[src/upp_pkg.sv]
package upp_pkg;
  // pin count and group split
  localparam int unsigned PIN_COUNT = 9;
  localparam int unsigned LOW_PINS = 8;
  localparam int unsigned ROUTE_REGS = 4;

  // special function register offsets
  localparam logic [7:0] ADDR_DATA_LOW = 8'h90;
  localparam logic [7:0] ADDR_DIR_LOW = 8'h91;
  localparam logic [7:0] ADDR_DATA_HIGH = 8'ha0;
  localparam logic [7:0] ADDR_DIR_HIGH = 8'ha1;
  localparam logic [7:0] ADDR_TIMER_CTRL = 8'h88;

  // routing registers in the extended space, four consecutive bytes
  localparam logic [15:0] ADDR_ROUTE_BASE = 16'hff90;
  localparam logic [15:0] ADDR_ROUTE_LAST = 16'hff93;

  // field layout of a routing register
  localparam int unsigned SEL_W = 3;
  localparam int unsigned SEL_EVEN_LSB = 0;
  localparam int unsigned SEL_ODD_LSB = 4;

  // interrupt type bits inside the timer control register
  localparam int unsigned TYPE0_BIT = 0;
  localparam int unsigned TYPE1_BIT = 2;

  // reset values
  localparam logic [7:0] DIR_RESET = 8'hff;
  localparam logic [7:0] DATA_RESET = 8'hff;
  localparam logic [7:0] ROUTE_RESET = 8'h00;
  localparam logic [7:0] TIMER_CTRL_RESET = 8'h00;

  // selector codes
  localparam logic [2:0] SEL_NONE0 = 3'h0;
  localparam logic [2:0] SEL_NONE1 = 3'h1;
  localparam logic [2:0] SEL_TIMER0 = 3'h2;
  localparam logic [2:0] SEL_TIMER1 = 3'h3;
  localparam logic [2:0] SEL_IRQ0_HIGH = 3'h4;
  localparam logic [2:0] SEL_IRQ1_HIGH = 3'h5;
  localparam logic [2:0] SEL_IRQ0_LOW = 3'h6;
  localparam logic [2:0] SEL_IRQ1_LOW = 3'h7;

  // synchroniser depth
  localparam int unsigned SYNC_STAGES = 2;

  // internal resources fed from the pins
  typedef struct packed {
    logic timer0_gate_clock_in;
    logic timer1_gate_clock_in;
    logic ext_irq0;
    logic ext_irq1;
  } upp_res_t;

  // external interrupt type bits, 1 means edge
  typedef struct packed {
    logic ext_irq1_type;
    logic ext_irq0_type;
  } upp_irq_type_t;
endpackage

[src/upp_port.sv]
`timescale 1ns/1ns
module upp_port (
  input wire logic clk,
  input wire logic rstn,
  input wire logic [7:0] sfr_addr,
  input wire logic sfr_we,
  input wire logic sfr_re,
  input wire logic [15:0] xram_addr,
  input wire logic xram_we,
  input wire logic xram_re,
  input wire logic [7:0] bus_wdata,
  output logic [7:0] bus_rdata,
  input wire logic [upp_pkg::PIN_COUNT-1:0] user_pin_in,
  output logic [upp_pkg::PIN_COUNT-1:0] user_pin_out,
  output logic [upp_pkg::PIN_COUNT-1:0] user_pin_oe_n,
  output logic [upp_pkg::PIN_COUNT-1:0] user_pin_pullup,
  output upp_pkg::upp_res_t resource_out,
  output upp_pkg::upp_irq_type_t irq_type_out
);
  localparam int unsigned NP = upp_pkg::PIN_COUNT;
  localparam int unsigned NL = upp_pkg::LOW_PINS;
  localparam int unsigned NR = upp_pkg::ROUTE_REGS;

  logic [NP-1:0] pin_sync;
  logic [7:0] data_low_reg, data_low_next;
  logic data_high_reg, data_high_next;
  logic [7:0] dir_low_reg, dir_low_next;
  logic dir_high_reg, dir_high_next;
  logic pull_low_reg, pull_low_next;
  logic pull_high_reg, pull_high_next;
  logic [7:0] route_reg [NR];
  logic [7:0] route_next [NR];
  upp_pkg::upp_irq_type_t irq_type_reg, irq_type_next;
  upp_pkg::upp_res_t res_reg, res_next;
  logic [7:0] rdata_reg, rdata_next;
  logic [1:0] route_idx;
  logic route_hit;

  // selector of one low pin, even pins in the low field
  function automatic logic [2:0] pin_sel(input logic [7:0] r, input logic odd);
    logic [2:0] s;
    s = odd ? r[upp_pkg::SEL_ODD_LSB +: upp_pkg::SEL_W]
            : r[upp_pkg::SEL_EVEN_LSB +: upp_pkg::SEL_W];
    return s;
  endfunction

  // resource contribution of one pin
  function automatic upp_pkg::upp_res_t route_one(input logic [2:0] sel, input logic lvl);
    upp_pkg::upp_res_t r;
    r = '0;
    case (sel)
      upp_pkg::SEL_TIMER0: r.timer0_gate_clock_in = lvl;
      upp_pkg::SEL_TIMER1: r.timer1_gate_clock_in = lvl;
      upp_pkg::SEL_IRQ0_HIGH: r.ext_irq0 = lvl;
      upp_pkg::SEL_IRQ1_HIGH: r.ext_irq1 = lvl;
      upp_pkg::SEL_IRQ0_LOW: r.ext_irq0 = !lvl;
      upp_pkg::SEL_IRQ1_LOW: r.ext_irq1 = !lvl;
      default: r = '0;
    endcase
    return r;
  endfunction

  // routed pins see the pin itself, driven or not
  upp_sync #(
    .W(NP)
  ) u_sync (
    .clk(clk),
    .rstn(rstn),
    .d(user_pin_in),
    .q(pin_sync)
  );

  // extended-space decode for the routing bytes
  assign route_hit = (xram_addr >= upp_pkg::ADDR_ROUTE_BASE)
                   && (xram_addr <= upp_pkg::ADDR_ROUTE_LAST);
  assign route_idx = xram_addr[1:0];

  // register writes and read mux
  always_comb begin
    data_low_next = data_low_reg;
    data_high_next = data_high_reg;
    dir_low_next = dir_low_reg;
    dir_high_next = dir_high_reg;
    pull_low_next = pull_low_reg;
    pull_high_next = pull_high_reg;
    irq_type_next = irq_type_reg;
    rdata_next = rdata_reg;
    for (int i = 0; i < NR; i++) begin
      route_next[i] = route_reg[i];
    end
    if (sfr_we) begin
      unique case (sfr_addr)
        upp_pkg::ADDR_DATA_LOW: data_low_next = bus_wdata;
        upp_pkg::ADDR_DATA_HIGH: data_high_next = bus_wdata[0];
        upp_pkg::ADDR_DIR_LOW: begin
          dir_low_next = bus_wdata;
          pull_low_next = 1'b0;
        end
        upp_pkg::ADDR_DIR_HIGH: begin
          dir_high_next = bus_wdata[0];
          pull_high_next = 1'b0;
        end
        upp_pkg::ADDR_TIMER_CTRL: begin
          irq_type_next.ext_irq0_type = bus_wdata[upp_pkg::TYPE0_BIT];
          irq_type_next.ext_irq1_type = bus_wdata[upp_pkg::TYPE1_BIT];
        end
        default: ;
      endcase
    end
    // unused bits 3 and 7 are never stored
    if (xram_we && route_hit) begin
      route_next[route_idx] = bus_wdata & 8'h77;
    end
    if (sfr_re) begin
      unique case (sfr_addr)
        upp_pkg::ADDR_DATA_LOW: rdata_next = pin_sync[7:0];
        upp_pkg::ADDR_DATA_HIGH: rdata_next = {7'h00, pin_sync[NL]};
        upp_pkg::ADDR_DIR_LOW: rdata_next = dir_low_reg;
        upp_pkg::ADDR_DIR_HIGH: rdata_next = {7'h00, dir_high_reg};
        upp_pkg::ADDR_TIMER_CTRL: begin
          rdata_next = 8'h00;
          rdata_next[upp_pkg::TYPE0_BIT] = irq_type_reg.ext_irq0_type;
          rdata_next[upp_pkg::TYPE1_BIT] = irq_type_reg.ext_irq1_type;
        end
        default: rdata_next = 8'h00;
      endcase
    end else if (xram_re) begin
      rdata_next = route_hit ? route_reg[route_idx] : 8'h00;
    end
    if (!rstn) begin
      data_low_next = upp_pkg::DATA_RESET;
      data_high_next = 1'b1;
      dir_low_next = upp_pkg::DIR_RESET;
      dir_high_next = 1'b1;
      pull_low_next = 1'b1;
      pull_high_next = 1'b1;
      irq_type_next = upp_pkg::upp_irq_type_t'(2'b00);
      rdata_next = 8'h00;
      for (int i = 0; i < NR; i++) begin
        route_next[i] = upp_pkg::ROUTE_RESET;
      end
    end
  end

  // resource OR across the eight low pins, registered for clean outputs
  always_comb begin
    res_next = '0;
    for (int p = 0; p < NL; p++) begin
      res_next = res_next | route_one(pin_sel(route_reg[p/2], p[0]), pin_sync[p]);
    end
    if (!rstn) begin
      res_next = '0;
    end
  end

  always_ff @(posedge clk) begin
    data_low_reg <= data_low_next;
    data_high_reg <= data_high_next;
    dir_low_reg <= dir_low_next;
    dir_high_reg <= dir_high_next;
    pull_low_reg <= pull_low_next;
    pull_high_reg <= pull_high_next;
    irq_type_reg <= irq_type_next;
    res_reg <= res_next;
    rdata_reg <= rdata_next;
    for (int i = 0; i < NR; i++) begin
      route_reg[i] <= route_next[i];
    end
  end

  // direction bit is the enable itself: 0 drives, 1 listens
  assign user_pin_out = {data_high_reg, data_low_reg};
  assign user_pin_oe_n = {dir_high_reg, dir_low_reg};
  assign user_pin_pullup = {pull_high_reg, {NL{pull_low_reg}}};
  assign resource_out = res_reg;
  // edge/level choice left to the interrupt logic downstream
  assign irq_type_out = irq_type_reg;
  assign bus_rdata = rdata_reg;
endmodule

[src/upp_sync.sv]
`timescale 1ns/1ns
// two-flop synchroniser for the pin levels
module upp_sync #(
  parameter int unsigned W = 9
) (
  input wire logic clk,
  input wire logic rstn,
  input wire logic [W-1:0] d,
  output logic [W-1:0] q
);
  logic [W-1:0] meta_reg;
  logic [W-1:0] meta_next;
  logic [W-1:0] q_reg;
  logic [W-1:0] q_next;

  // reset to ones: pins float high on their pull-ups at start
  always_comb begin
    meta_next = d;
    q_next = meta_reg;
    if (!rstn) begin
      meta_next = '1;
      q_next = '1;
    end
  end

  // first stage is read only by the second
  always_ff @(posedge clk) begin
    meta_reg <= meta_next;
    q_reg <= q_next;
  end

  assign q = q_reg;
endmodule
[config.mk]
export PLATFORM = sky130hd
export DESIGN_NAME = upp_port
export DESIGN_NICKNAME = d
export VERILOG_FILES = /design/src/upp_pkg.sv /design/src/upp_port.sv /design/src/upp_sync.sv
export SDC_FILE = /design/constraint.sdc
export NUM_CORES = 1
export LEC_CHECK = 0
export ABC_CLOCK_PERIOD_IN_PS = 2100
export BUFFER_PORTS_ARGS = -buffer_cell sky130_fd_sc_hd__buf_2
export CORE_ASPECT_RATIO = 2
export CORE_MARGIN = 2
export CORE_UTILIZATION = 50
export CTS_CLUSTER_DIAMETER = 80
export DETAILED_ROUTE_END_ITERATION = 10
export GPL_TIMING_DRIVEN = 0
export PLACE_DENSITY = 0.76
export SKIP_CTS_REPAIR_TIMING = 1
export SLEW_MARGIN = 20
export SYNTH_ARGS = -nofsm -noshare
export SYNTH_HDL_FRONTEND = slang
export SYNTH_SLANG_ARGS = --single-unit
[constraint.sdc]
create_clock -name clk -period 2.1 [get_ports clk]
set_input_delay 0.21 -clock clk [delete_from_list [all_inputs] [get_ports clk]]
set_output_delay 0.21 -clock clk [all_outputs]
set_load 0.05 [all_outputs]
==> results_dict.tcl, run 1 <==
set metrics [dict create \
    p_leak_nw 1.840 \
    hold_viol 0 \
    layout_common_cells "buf_2 (87), dfxtp_1 (76), mux2i_1 (41)" \
    ys.flop_type "dfxtp_1" \
    criticalPathCategory "in2reg" \
    port_buffers 84 \
    grt_pass1_wl_um 15280 \
    cts_sinks 76 \
    powerDensity_mw_per_mm2 739.9 \
    drc_errors 0 \
    final_nets 494 \
    final_common_cell "buf_2" \
    antennaDiodeCount 0 \
    yosysSeqAreaShare_pct 42.79 \
    crit_path_cell_trace "buf_2 -> nand4bb_4 -> nor4_4 -> nand4b_2 -> mux2i_1 -> nor2b_1" \
    n_fill_cell 612 \
    crit_path_end_kind "flop" \
    cpLargestDelayFamily "simple AND/OR/NAND/NOR gates" \
    grt_max_degree 14 \
    clock_latency_ns 0.34 \
    drt-vias-per-instance 5.347 \
    die-area_mm2 0.007843 \
    grt_pass1_vias 2954 \
    io-pin-count 88 \
    ys_ff_latch 76 \
    slowest_stage "nor4_4" \
    area_growth_syn_to_layout_pct 23.75 \
    start_util_pct 51.64 \
    core_area_mm2 0.006887 \
    arrival_ns 1.84 \
    first_pass_iters 4 \
    grt.total_usage_pct 26.63 \
    ir_worst_vdd_mv 0.7279 \
    period_share_pct 77.17 \
    period_minus_slack_ns 1.621 \
    synth_edf_count 0 \
    slew_headroom_pct 58.38 \
    fin_tns_setup_ns 0 \
    cts.path.max_buffers 2 \
    vias 2898 \
    min_path_type "in2reg" \
    drv_slew 0 \
    rsz0062_at_grt "false" \
    routed_wl_um 9683 \
    grt-ovfl-total 0 \
    async_flop_share_pct 0 \
    critPathRequiredTime_ns 2.32 \
    cp_num_buf_inv 1 \
    drtIter0Drc 119 \
    netlist_area_mm2 0.003556 \
    slowest_delay_ns 0.55 \
    antenna_found_initial 0 \
    avgSynthCellArea_um2 10.10 \
    largest_register_ffs 24 \
    place_area_mm2 0.004089 \
    rows 43 \
    cp_max_fo 7 \
    synthCells 352 \
    place.gp.congestion 0.9796 \
    fp.dieW_um 63.63 \
    worst_pin_slew_ns 0.6244 \
    clock_skew_ns 0.004253 \
    fmaxAchievable_ghz 0.6170 \
    ant_nets 0 \
    post_drt_wl_per_cell_um 17.87 \
    status "finished, final reports clean" \
    cts_tree "done" \
    dp_hpwl_um 7593 \
    cts_buffers 9 \
    ys_types 52 \
    die_h_um 123.3 \
    path_clk_slew_ns 0.06 \
    cts_max_level 3 \
    fin_area_mm2 0.004400 \
    drive_gt1_share_pct 30.97 \
    setup-violations-final 0 \
    cts_root_buffer "clkbuf_16" \
    maxCapViolations 0 \
    yosys_warnings 0 \
    synth_nets 399 \
    worstSetupStartpointType "primary input" \
]
==> area by class of cell <==
cell class	instances	area (µm²)	area share, %
Multi-Input combinational cell	240	1847	41.97
Sequential cell	76	1521	34.57
Timing Repair Buffer	84	420.4	9.554
Clock buffer	11	252.7	5.744
Buffer	27	153.9	3.497
Tap cell	90	112.6	2.559
Clock inverter	5	58.81	1.336
Inverter	9	33.78	0.7677
==> metal layers <==
metal / vias to the layer above / wire (µm) / GRT usage, %
met5: - / 0 / 0
met4: 0 / 410 / 14.81
met3: 23 / 349 / 5.369
met2: 88 / 5457 / 51.25
met1: 1368 / 3465 / 25.74
li1: 1419 / - / -
==> metrics by stage <==
| step | worst slack, ns | utilization [%] | cells | hold WS (ns) | total power, mW |
|---|---|---|---|---|---|
| after detailed placement | 0.1757 | 59.38 | 526 | 0.3942 | 1.711 |
| after CTS | 0.4638 | 63.90 | 542 | 0.04436 | 3.286 |
| final | 0.4794 | 63.90 | 542 | 0.05207 | 3.256 |
| after global placement | 0.2155 | 59.38 | 526 | 0.3899 | 1.707 |
| after global routing | 0.3428 | 63.90 | 542 | 0.05100 | 3.349 |
| after floorplan | 0.5429 | - | 352 | 0.3115 | 1.612 |
==> where the power goes <==
part	total [mW]	switching [mW]	leakage, nW	internal (mW)
Clock	1.58	0.590	0.148	0.986
Combinational	0.205	0.120	1.07	0.0847
Sequential	1.48	0.0127	0.618	1.46
Total	3.26	0.723	1.84	2.53
==> path summary, 6_finish.rpt <==
check	cells after the start	end	startpoint	slack, ns
min reg2reg	1	u_sync.q[6]	u_sync.meta_reg[6]	0.40
min	2	u_sync.meta_reg[8]	user_pin_in[8]	0.05
max	6	route_reg[2][6]	xram_addr[5]	0.48
max reg2reg	3	bus_rdata[1]	route_reg[3][1]	0.79
==> logic make-up after synthesis <==
kind of cell / after synthesis / share of synthesized area, %
AO/OA/AOI/OAI: 46 / 8.902
XOR/XNOR: 9 / 2.217
buffers and inverters: 36 / 5.278
flip-flops: 76 / 42.79
multiplexers: 54 / 17.56
AND/OR/NAND/NOR: 131 / 23.26
==> Yosys cell counts (4+ instances only) <==
library cell / instances / share of area, %
nand3_1: 11 / 1.5
a21oi_1: 4 / 0.56
mux2_2: 7 / 2.2
a22oi_1: 6 / 1.3
nor2_1: 5 / 0.53
mux4_2: 6 / 3.8
xor2_1: 8 / 2.0
buf_4: 11 / 2.3
o22ai_1: 8 / 1.4
clkbuf_1: 10 / 1.1
nand2b_1: 21 / 3.7
o21ai_0: 9 / 1.3
dfxtp_1: 76 / 43
mux2i_1: 41 / 12
nand2_1: 36 / 3.8
inv_1: 9 / 0.95
nor2b_1: 28 / 4.9
nand3b_1: 7 / 1.5
Note: power is estimated with default switching activity, not from simulation.
==> run 2, diff against run 1 <==
--- a/config.mk
+++ b/config.mk
@@ -5,7 +5,7 @@
 export SDC_FILE = /design/constraint.sdc
 export NUM_CORES = 1
 export LEC_CHECK = 0
-export ABC_CLOCK_PERIOD_IN_PS = 2100
+export ABC_CLOCK_PERIOD_IN_PS = 1600
 export BUFFER_PORTS_ARGS = -buffer_cell sky130_fd_sc_hd__buf_2
 export CORE_ASPECT_RATIO = 2
 export CORE_MARGIN = 2
==> constraint.sdc (replaced) <==
create_clock -name clk -period 1.6 [get_ports clk]
set_input_delay 0.16 -clock clk [delete_from_list [all_inputs] [get_ports clk]]
set_output_delay 0.16 -clock clk [all_outputs]
set_load 0.05 [all_outputs]
==> run 2 against run 1 <==
Effect of this change: final area rose by 0.17%; hold slack got worse by 0.050 ns; global-route usage did not move; critical endpoint unchanged; largest power group unchanged; highest routed layer unchanged.
==> results_dict.tcl, run 2 (same netlist as run 1, synthesis figures left out) <==
set metrics [dict create \
    status "finished, final reports clean" \
    die_h_um 123.3 \
    first_pass_iters 4 \
    period_share_pct 90.42 \
    p_leak_nw 1.846 \
    layout_common_cells "buf_2 (87), dfxtp_1 (76), mux2i_1 (41)" \
    io-pin-count 88 \
    cts_max_level 3 \
    cts_tree "done" \
    arrival_ns 1.67 \
    start_util_pct 51.64 \
    vias 2914 \
    crit_path_end_kind "flop" \
    antennaDiodeCount 0 \
    grt.total_usage_pct 26.63 \
    drv_slew 0 \
    die-area_mm2 0.007843 \
    n_fill_cell 612 \
    core_area_mm2 0.006887 \
    criticalPathCategory "in2reg" \
    place_area_mm2 0.004089 \
    ir_worst_vdd_mv 0.9553 \
    dp_hpwl_um 7593 \
    slew_headroom_pct 60.62 \
    cts.path.max_buffers 2 \
    drt-vias-per-instance 5.366 \
    rr_startpoint "route_reg[3][1]" \
    worst_pin_slew_ns 0.5827 \
    layout_setup_ws_ns 0.1532 \
    grt-ovfl-total 0 \
    final_nets 495 \
    routed_wl_um 9730 \
    place.gp.congestion 0.9796 \
    fin_area_mm2 0.004408 \
    period_minus_slack_ns 1.447 \
    rsz0062_at_grt "false" \
    drc_errors 0 \
    powerDensity_mw_per_mm2 970.3 \
    antenna_found_initial 0 \
    drtIter0Drc 125 \
    rows 43 \
    hold_viol 0 \
    fin_tns_setup_ns 0 \
    drive_gt1_share_pct 31.13 \
    ant_nets 0 \
    grt_pass1_wl_um 15280 \
    startpoint "xram_addr[5]" \
    min_path_type "in2reg" \
    grt_max_degree 14 \
    maxCapViolations 0 \
    grt_pass1_vias 2954 \
    cp_max_fo 7 \
    critPathRequiredTime_ns 1.82 \
    clock_skew_ns 0.004590 \
    post_drt_wl_per_cell_um 17.92 \
    worstHoldStart "user_pin_in[8]" \
    port_buffers 84 \
    fp.dieW_um 63.63 \
    worstSetupStartpointType "primary input" \
    clock_latency_ns 0.34 \
    final_common_cell "buf_2" \
    path_clk_slew_ns 0.06 \
    place_ws_ns -0.2743 \
    setup-violations-final 0 \
    area_growth_syn_to_layout_pct 23.96 \
    fmaxAchievable_ghz 0.6912 \
    cts_buffers 9 \
    cts_sinks 76 \
    largest_register_ffs 24 \
    cts_root_buffer "clkbuf_16" \
]
## run 2: layout make-up
type                    count  area (µm²)  area share (%)
multi-input cells         240        1847           41.90
flip-flops and latches     76        1521           34.52
repair buffers             85       427.9           9.708
clock buffers              11       252.7           5.734
plain buffers              27       153.9           3.491
well taps                  90       112.6           2.555
clock inverters             5       58.81           1.334
inverters                   9       33.78          0.7664
## run 2: power by group
group          internal, mW  total (mW)  switching [mW]
clock                  1.29        2.07           0.779
combinational         0.111       0.268           0.157
sequential             1.92        1.94          0.0167
## run 2: worst paths after layout
path / endpoint / slack (ns) / depth (start not counted)
hold reg to reg: u_sync.q[6] / 0.40 / 1
hold / removal: u_sync.meta_reg[8] / 0.002 / 2
setup / recovery: route_reg[2][6] / 0.15 / 7
setup reg to reg: bus_rdata[1] / 0.29 / 3
## run 2: routing by layer
metal  vias to the layer above  share of wire (%)  global-route usage [%]
li1                       1421                  -                       -
met1                      1380                 36                   25.74
met2                        90                 56                   51.25
met3                        23                3.8                   5.369
met4                         0                4.4                   14.81
met5                         -                  0                       0
## run 2: metrics by stage
| step | util, % | hold slack, ns | std cells | total power [mW] |
|---|---|---|---|---|
| 6_report | 64.01 | 0.002115 | 543 | 4.277 |
| 5_1_grt | 64.01 | 0.001003 | 543 | 4.396 |
| 4_1_cts | 63.90 | -0.005640 | 542 | 4.313 |
| 3_5_place_dp | 59.38 | 0.3442 | 526 | 2.245 |
| 3_3_place_gp | 59.38 | 0.3418 | 526 | 2.241 |
| 2_1_floorplan | - | 0.2615 | 352 | 2.116 |
## run 2: critical path: stages
cell,delay [ns]
buf_2,0.10
nand4bb_4,0.22
nor4_4,0.27
buf_4,0.21
nand4b_2,0.31
mux2i_1,0.31
nor2b_1,0.08
==> run 3, diff against run 2 <==
--- a/config.mk
+++ b/config.mk
@@ -13,7 +13,9 @@
 export CTS_CLUSTER_DIAMETER = 80
 export DETAILED_ROUTE_END_ITERATION = 10
 export GPL_TIMING_DRIVEN = 0
+export HOLD_SLACK_MARGIN = 0.12
 export PLACE_DENSITY = 0.76
+export SETUP_SLACK_MARGIN = 0.05
 export SKIP_CTS_REPAIR_TIMING = 1
 export SLEW_MARGIN = 20
 export SYNTH_ARGS = -nofsm -noshare
==> run 3 against run 2 <==
Effect of this change: clock power about the same; non-clock buffer count increased by 11; utilization increased by 1.6 points; hold slack improved by 0.13 ns; sequential share of layout area decreased by 0.84 points; sequential power about the same; critical path type unchanged.
==> results_dict.tcl, run 3 (same netlist as run 1, synthesis figures left out) <==
set metrics [dict create \
    min_path_type "in2reg" \
    antennaDiodeCount 0 \
    final_common_cell "buf_2" \
    place_area_mm2 0.004089 \
    cts.path.max_buffers 2 \
    cts_tree "done" \
    rows 43 \
    maxCapViolations 0 \
    fmaxAchievable_ghz 0.7052 \
    powerDensity_mw_per_mm2 952.0 \
    grt-ovfl-total 0 \
    switchingPower_mw 0.9590 \
    io-pin-count 88 \
    slew_headroom_pct 59.29 \
    final_util_pct 65.61 \
    final_nets 506 \
    ant_nets 0 \
    n_fill_cell 589 \
    switching_share_pct 22.30 \
    start_util_pct 51.64 \
    cts_root_buffer "clkbuf_16" \
    port_buffers 84 \
    drt-vias-per-instance 5.345 \
    fp.dieW_um 63.63 \
    cts_buffers 9 \
    drive_gt1_share_pct 30.39 \
    drv_slew 0 \
    criticalPathCategory "in2reg" \
    fin_total_pwr_mw 4.301 \
    largest_register_ffs 24 \
    place.gp.congestion 0.9796 \
    dp_cells 526 \
    post_drt_wl_per_cell_um 17.79 \
    critPathRequiredTime_ns 1.80 \
    cts_sinks 76 \
    power.share.sequential_pct 45.0 \
    clock_skew_ns 0.003329 \
    arrival_ns 1.62 \
    fin_cells 554 \
    path_clk_slew_ns 0.06 \
    fin_area_mm2 0.004518 \
    slowest_delay_ns 0.41 \
    setup-violations-final 0 \
    hold_viol 0 \
    clock_latency_ns 0.34 \
    rsz0062_at_grt "false" \
    worst_pin_slew_ns 0.6106 \
    grt_max_degree 14 \
    period_share_pct 88.63 \
    antenna_found_initial 0 \
    die_h_um 123.3 \
    die-area_mm2 0.007843 \
    cpLargestDelayFamily "simple AND/OR/NAND/NOR gates" \
    grt.total_usage_pct 26.63 \
    cp_num_buf_inv 1 \
    drc_errors 0 \
    p_comb_share_pct 6.7 \
    crit_path_end_kind "flop" \
    ir_worst_vdd_mv 0.9603 \
    vias 2961 \
    core_area_mm2 0.006887 \
    cp_max_fo 8 \
    period_minus_slack_ns 1.418 \
    p_leak_nw 1.892 \
    area_growth_syn_to_layout_pct 27.06 \
    p_int_mw 3.342 \
    cts_max_level 3 \
    worstSetupStartpointType "primary input" \
    drtIter0Drc 125 \
    grt_pass1_vias 2954 \
    crit_path_cell_trace "buf_2 -> or3_4 -> nor3b_2 -> nand3_2 -> mux2i_1 -> nand2_1" \
    first_pass_iters 4 \
    grt_pass1_wl_um 15280 \
    status "finished, final reports clean" \
    slowest_stage "or3_4" \
    routed_wl_um 9856 \
    layout_common_cells "buf_2 (87), dfxtp_1 (76), mux2i_1 (41)" \
    dp_hpwl_um 7593 \
    p_clk_share_pct 48.2 \
]
==> run 3: final timing paths <==
check	cells past startpoint	endpoint	slack [ns]	startpoint
setup / recovery	6	data_low_reg[6]	0.18	sfr_addr[1]
hold / removal	2	bus_rdata[0]	0.13	sfr_re
setup reg to reg	3	bus_rdata[1]	0.29	route_reg[3][1]
hold reg to reg	1	u_sync.q[6]	0.40	u_sync.meta_reg[6]
==> run 3: cell type report <==
| class | count | area (µm²) | share of cell area (%) |
|---|---|---|---|
| tap | 90 | 112.6 | 2.492 |
| multi-input combinational | 240 | 1847 | 40.88 |
| buffer | 27 | 153.9 | 3.406 |
| timing repair buffer | 96 | 538.0 | 11.91 |
| clock buffer | 11 | 252.7 | 5.594 |
| inverter | 9 | 33.78 | 0.7477 |
| sequential | 76 | 1521 | 33.67 |
| clock inverter | 5 | 58.81 | 1.302 |
==> run 3: power groups by stage <==
stage                     combinational (mW)  sequential [mW]  clock (mW)
after floorplan                        0.126             1.99           0
after global placement                 0.264             1.98           0
after detailed placement               0.268             1.98           0
after CTS                              0.269             1.94        2.11
after global routing                   0.314             1.94        2.17
final                                  0.290             1.94        2.08
==> run 3: per-stage QoR <==
step | hold WS [ns] | setup WS [ns] | TNS (ns)
CTS | -0.005640 | 0.01381 | 0
floorplan | 0.2615 | 0.09287 | 0
global placement | 0.3418 | -0.2345 | -7.068
detailed placement | 0.3442 | -0.2743 | -8.416
finish | 0.1333 | 0.1820 | 0
global route | 0.1538 | 0.05920 | 0
==> run 3: layer usage <==
layer | wire, µm | vias to the layer above | track usage, %
li1 | - | 1444 | -
met1 | 3518 | 1404 | 25.74
met2 | 5545 | 89 | 51.25
met3 | 356 | 24 | 5.369
met4 | 435 | 0 | 14.81
met5 | 0 | - | 0
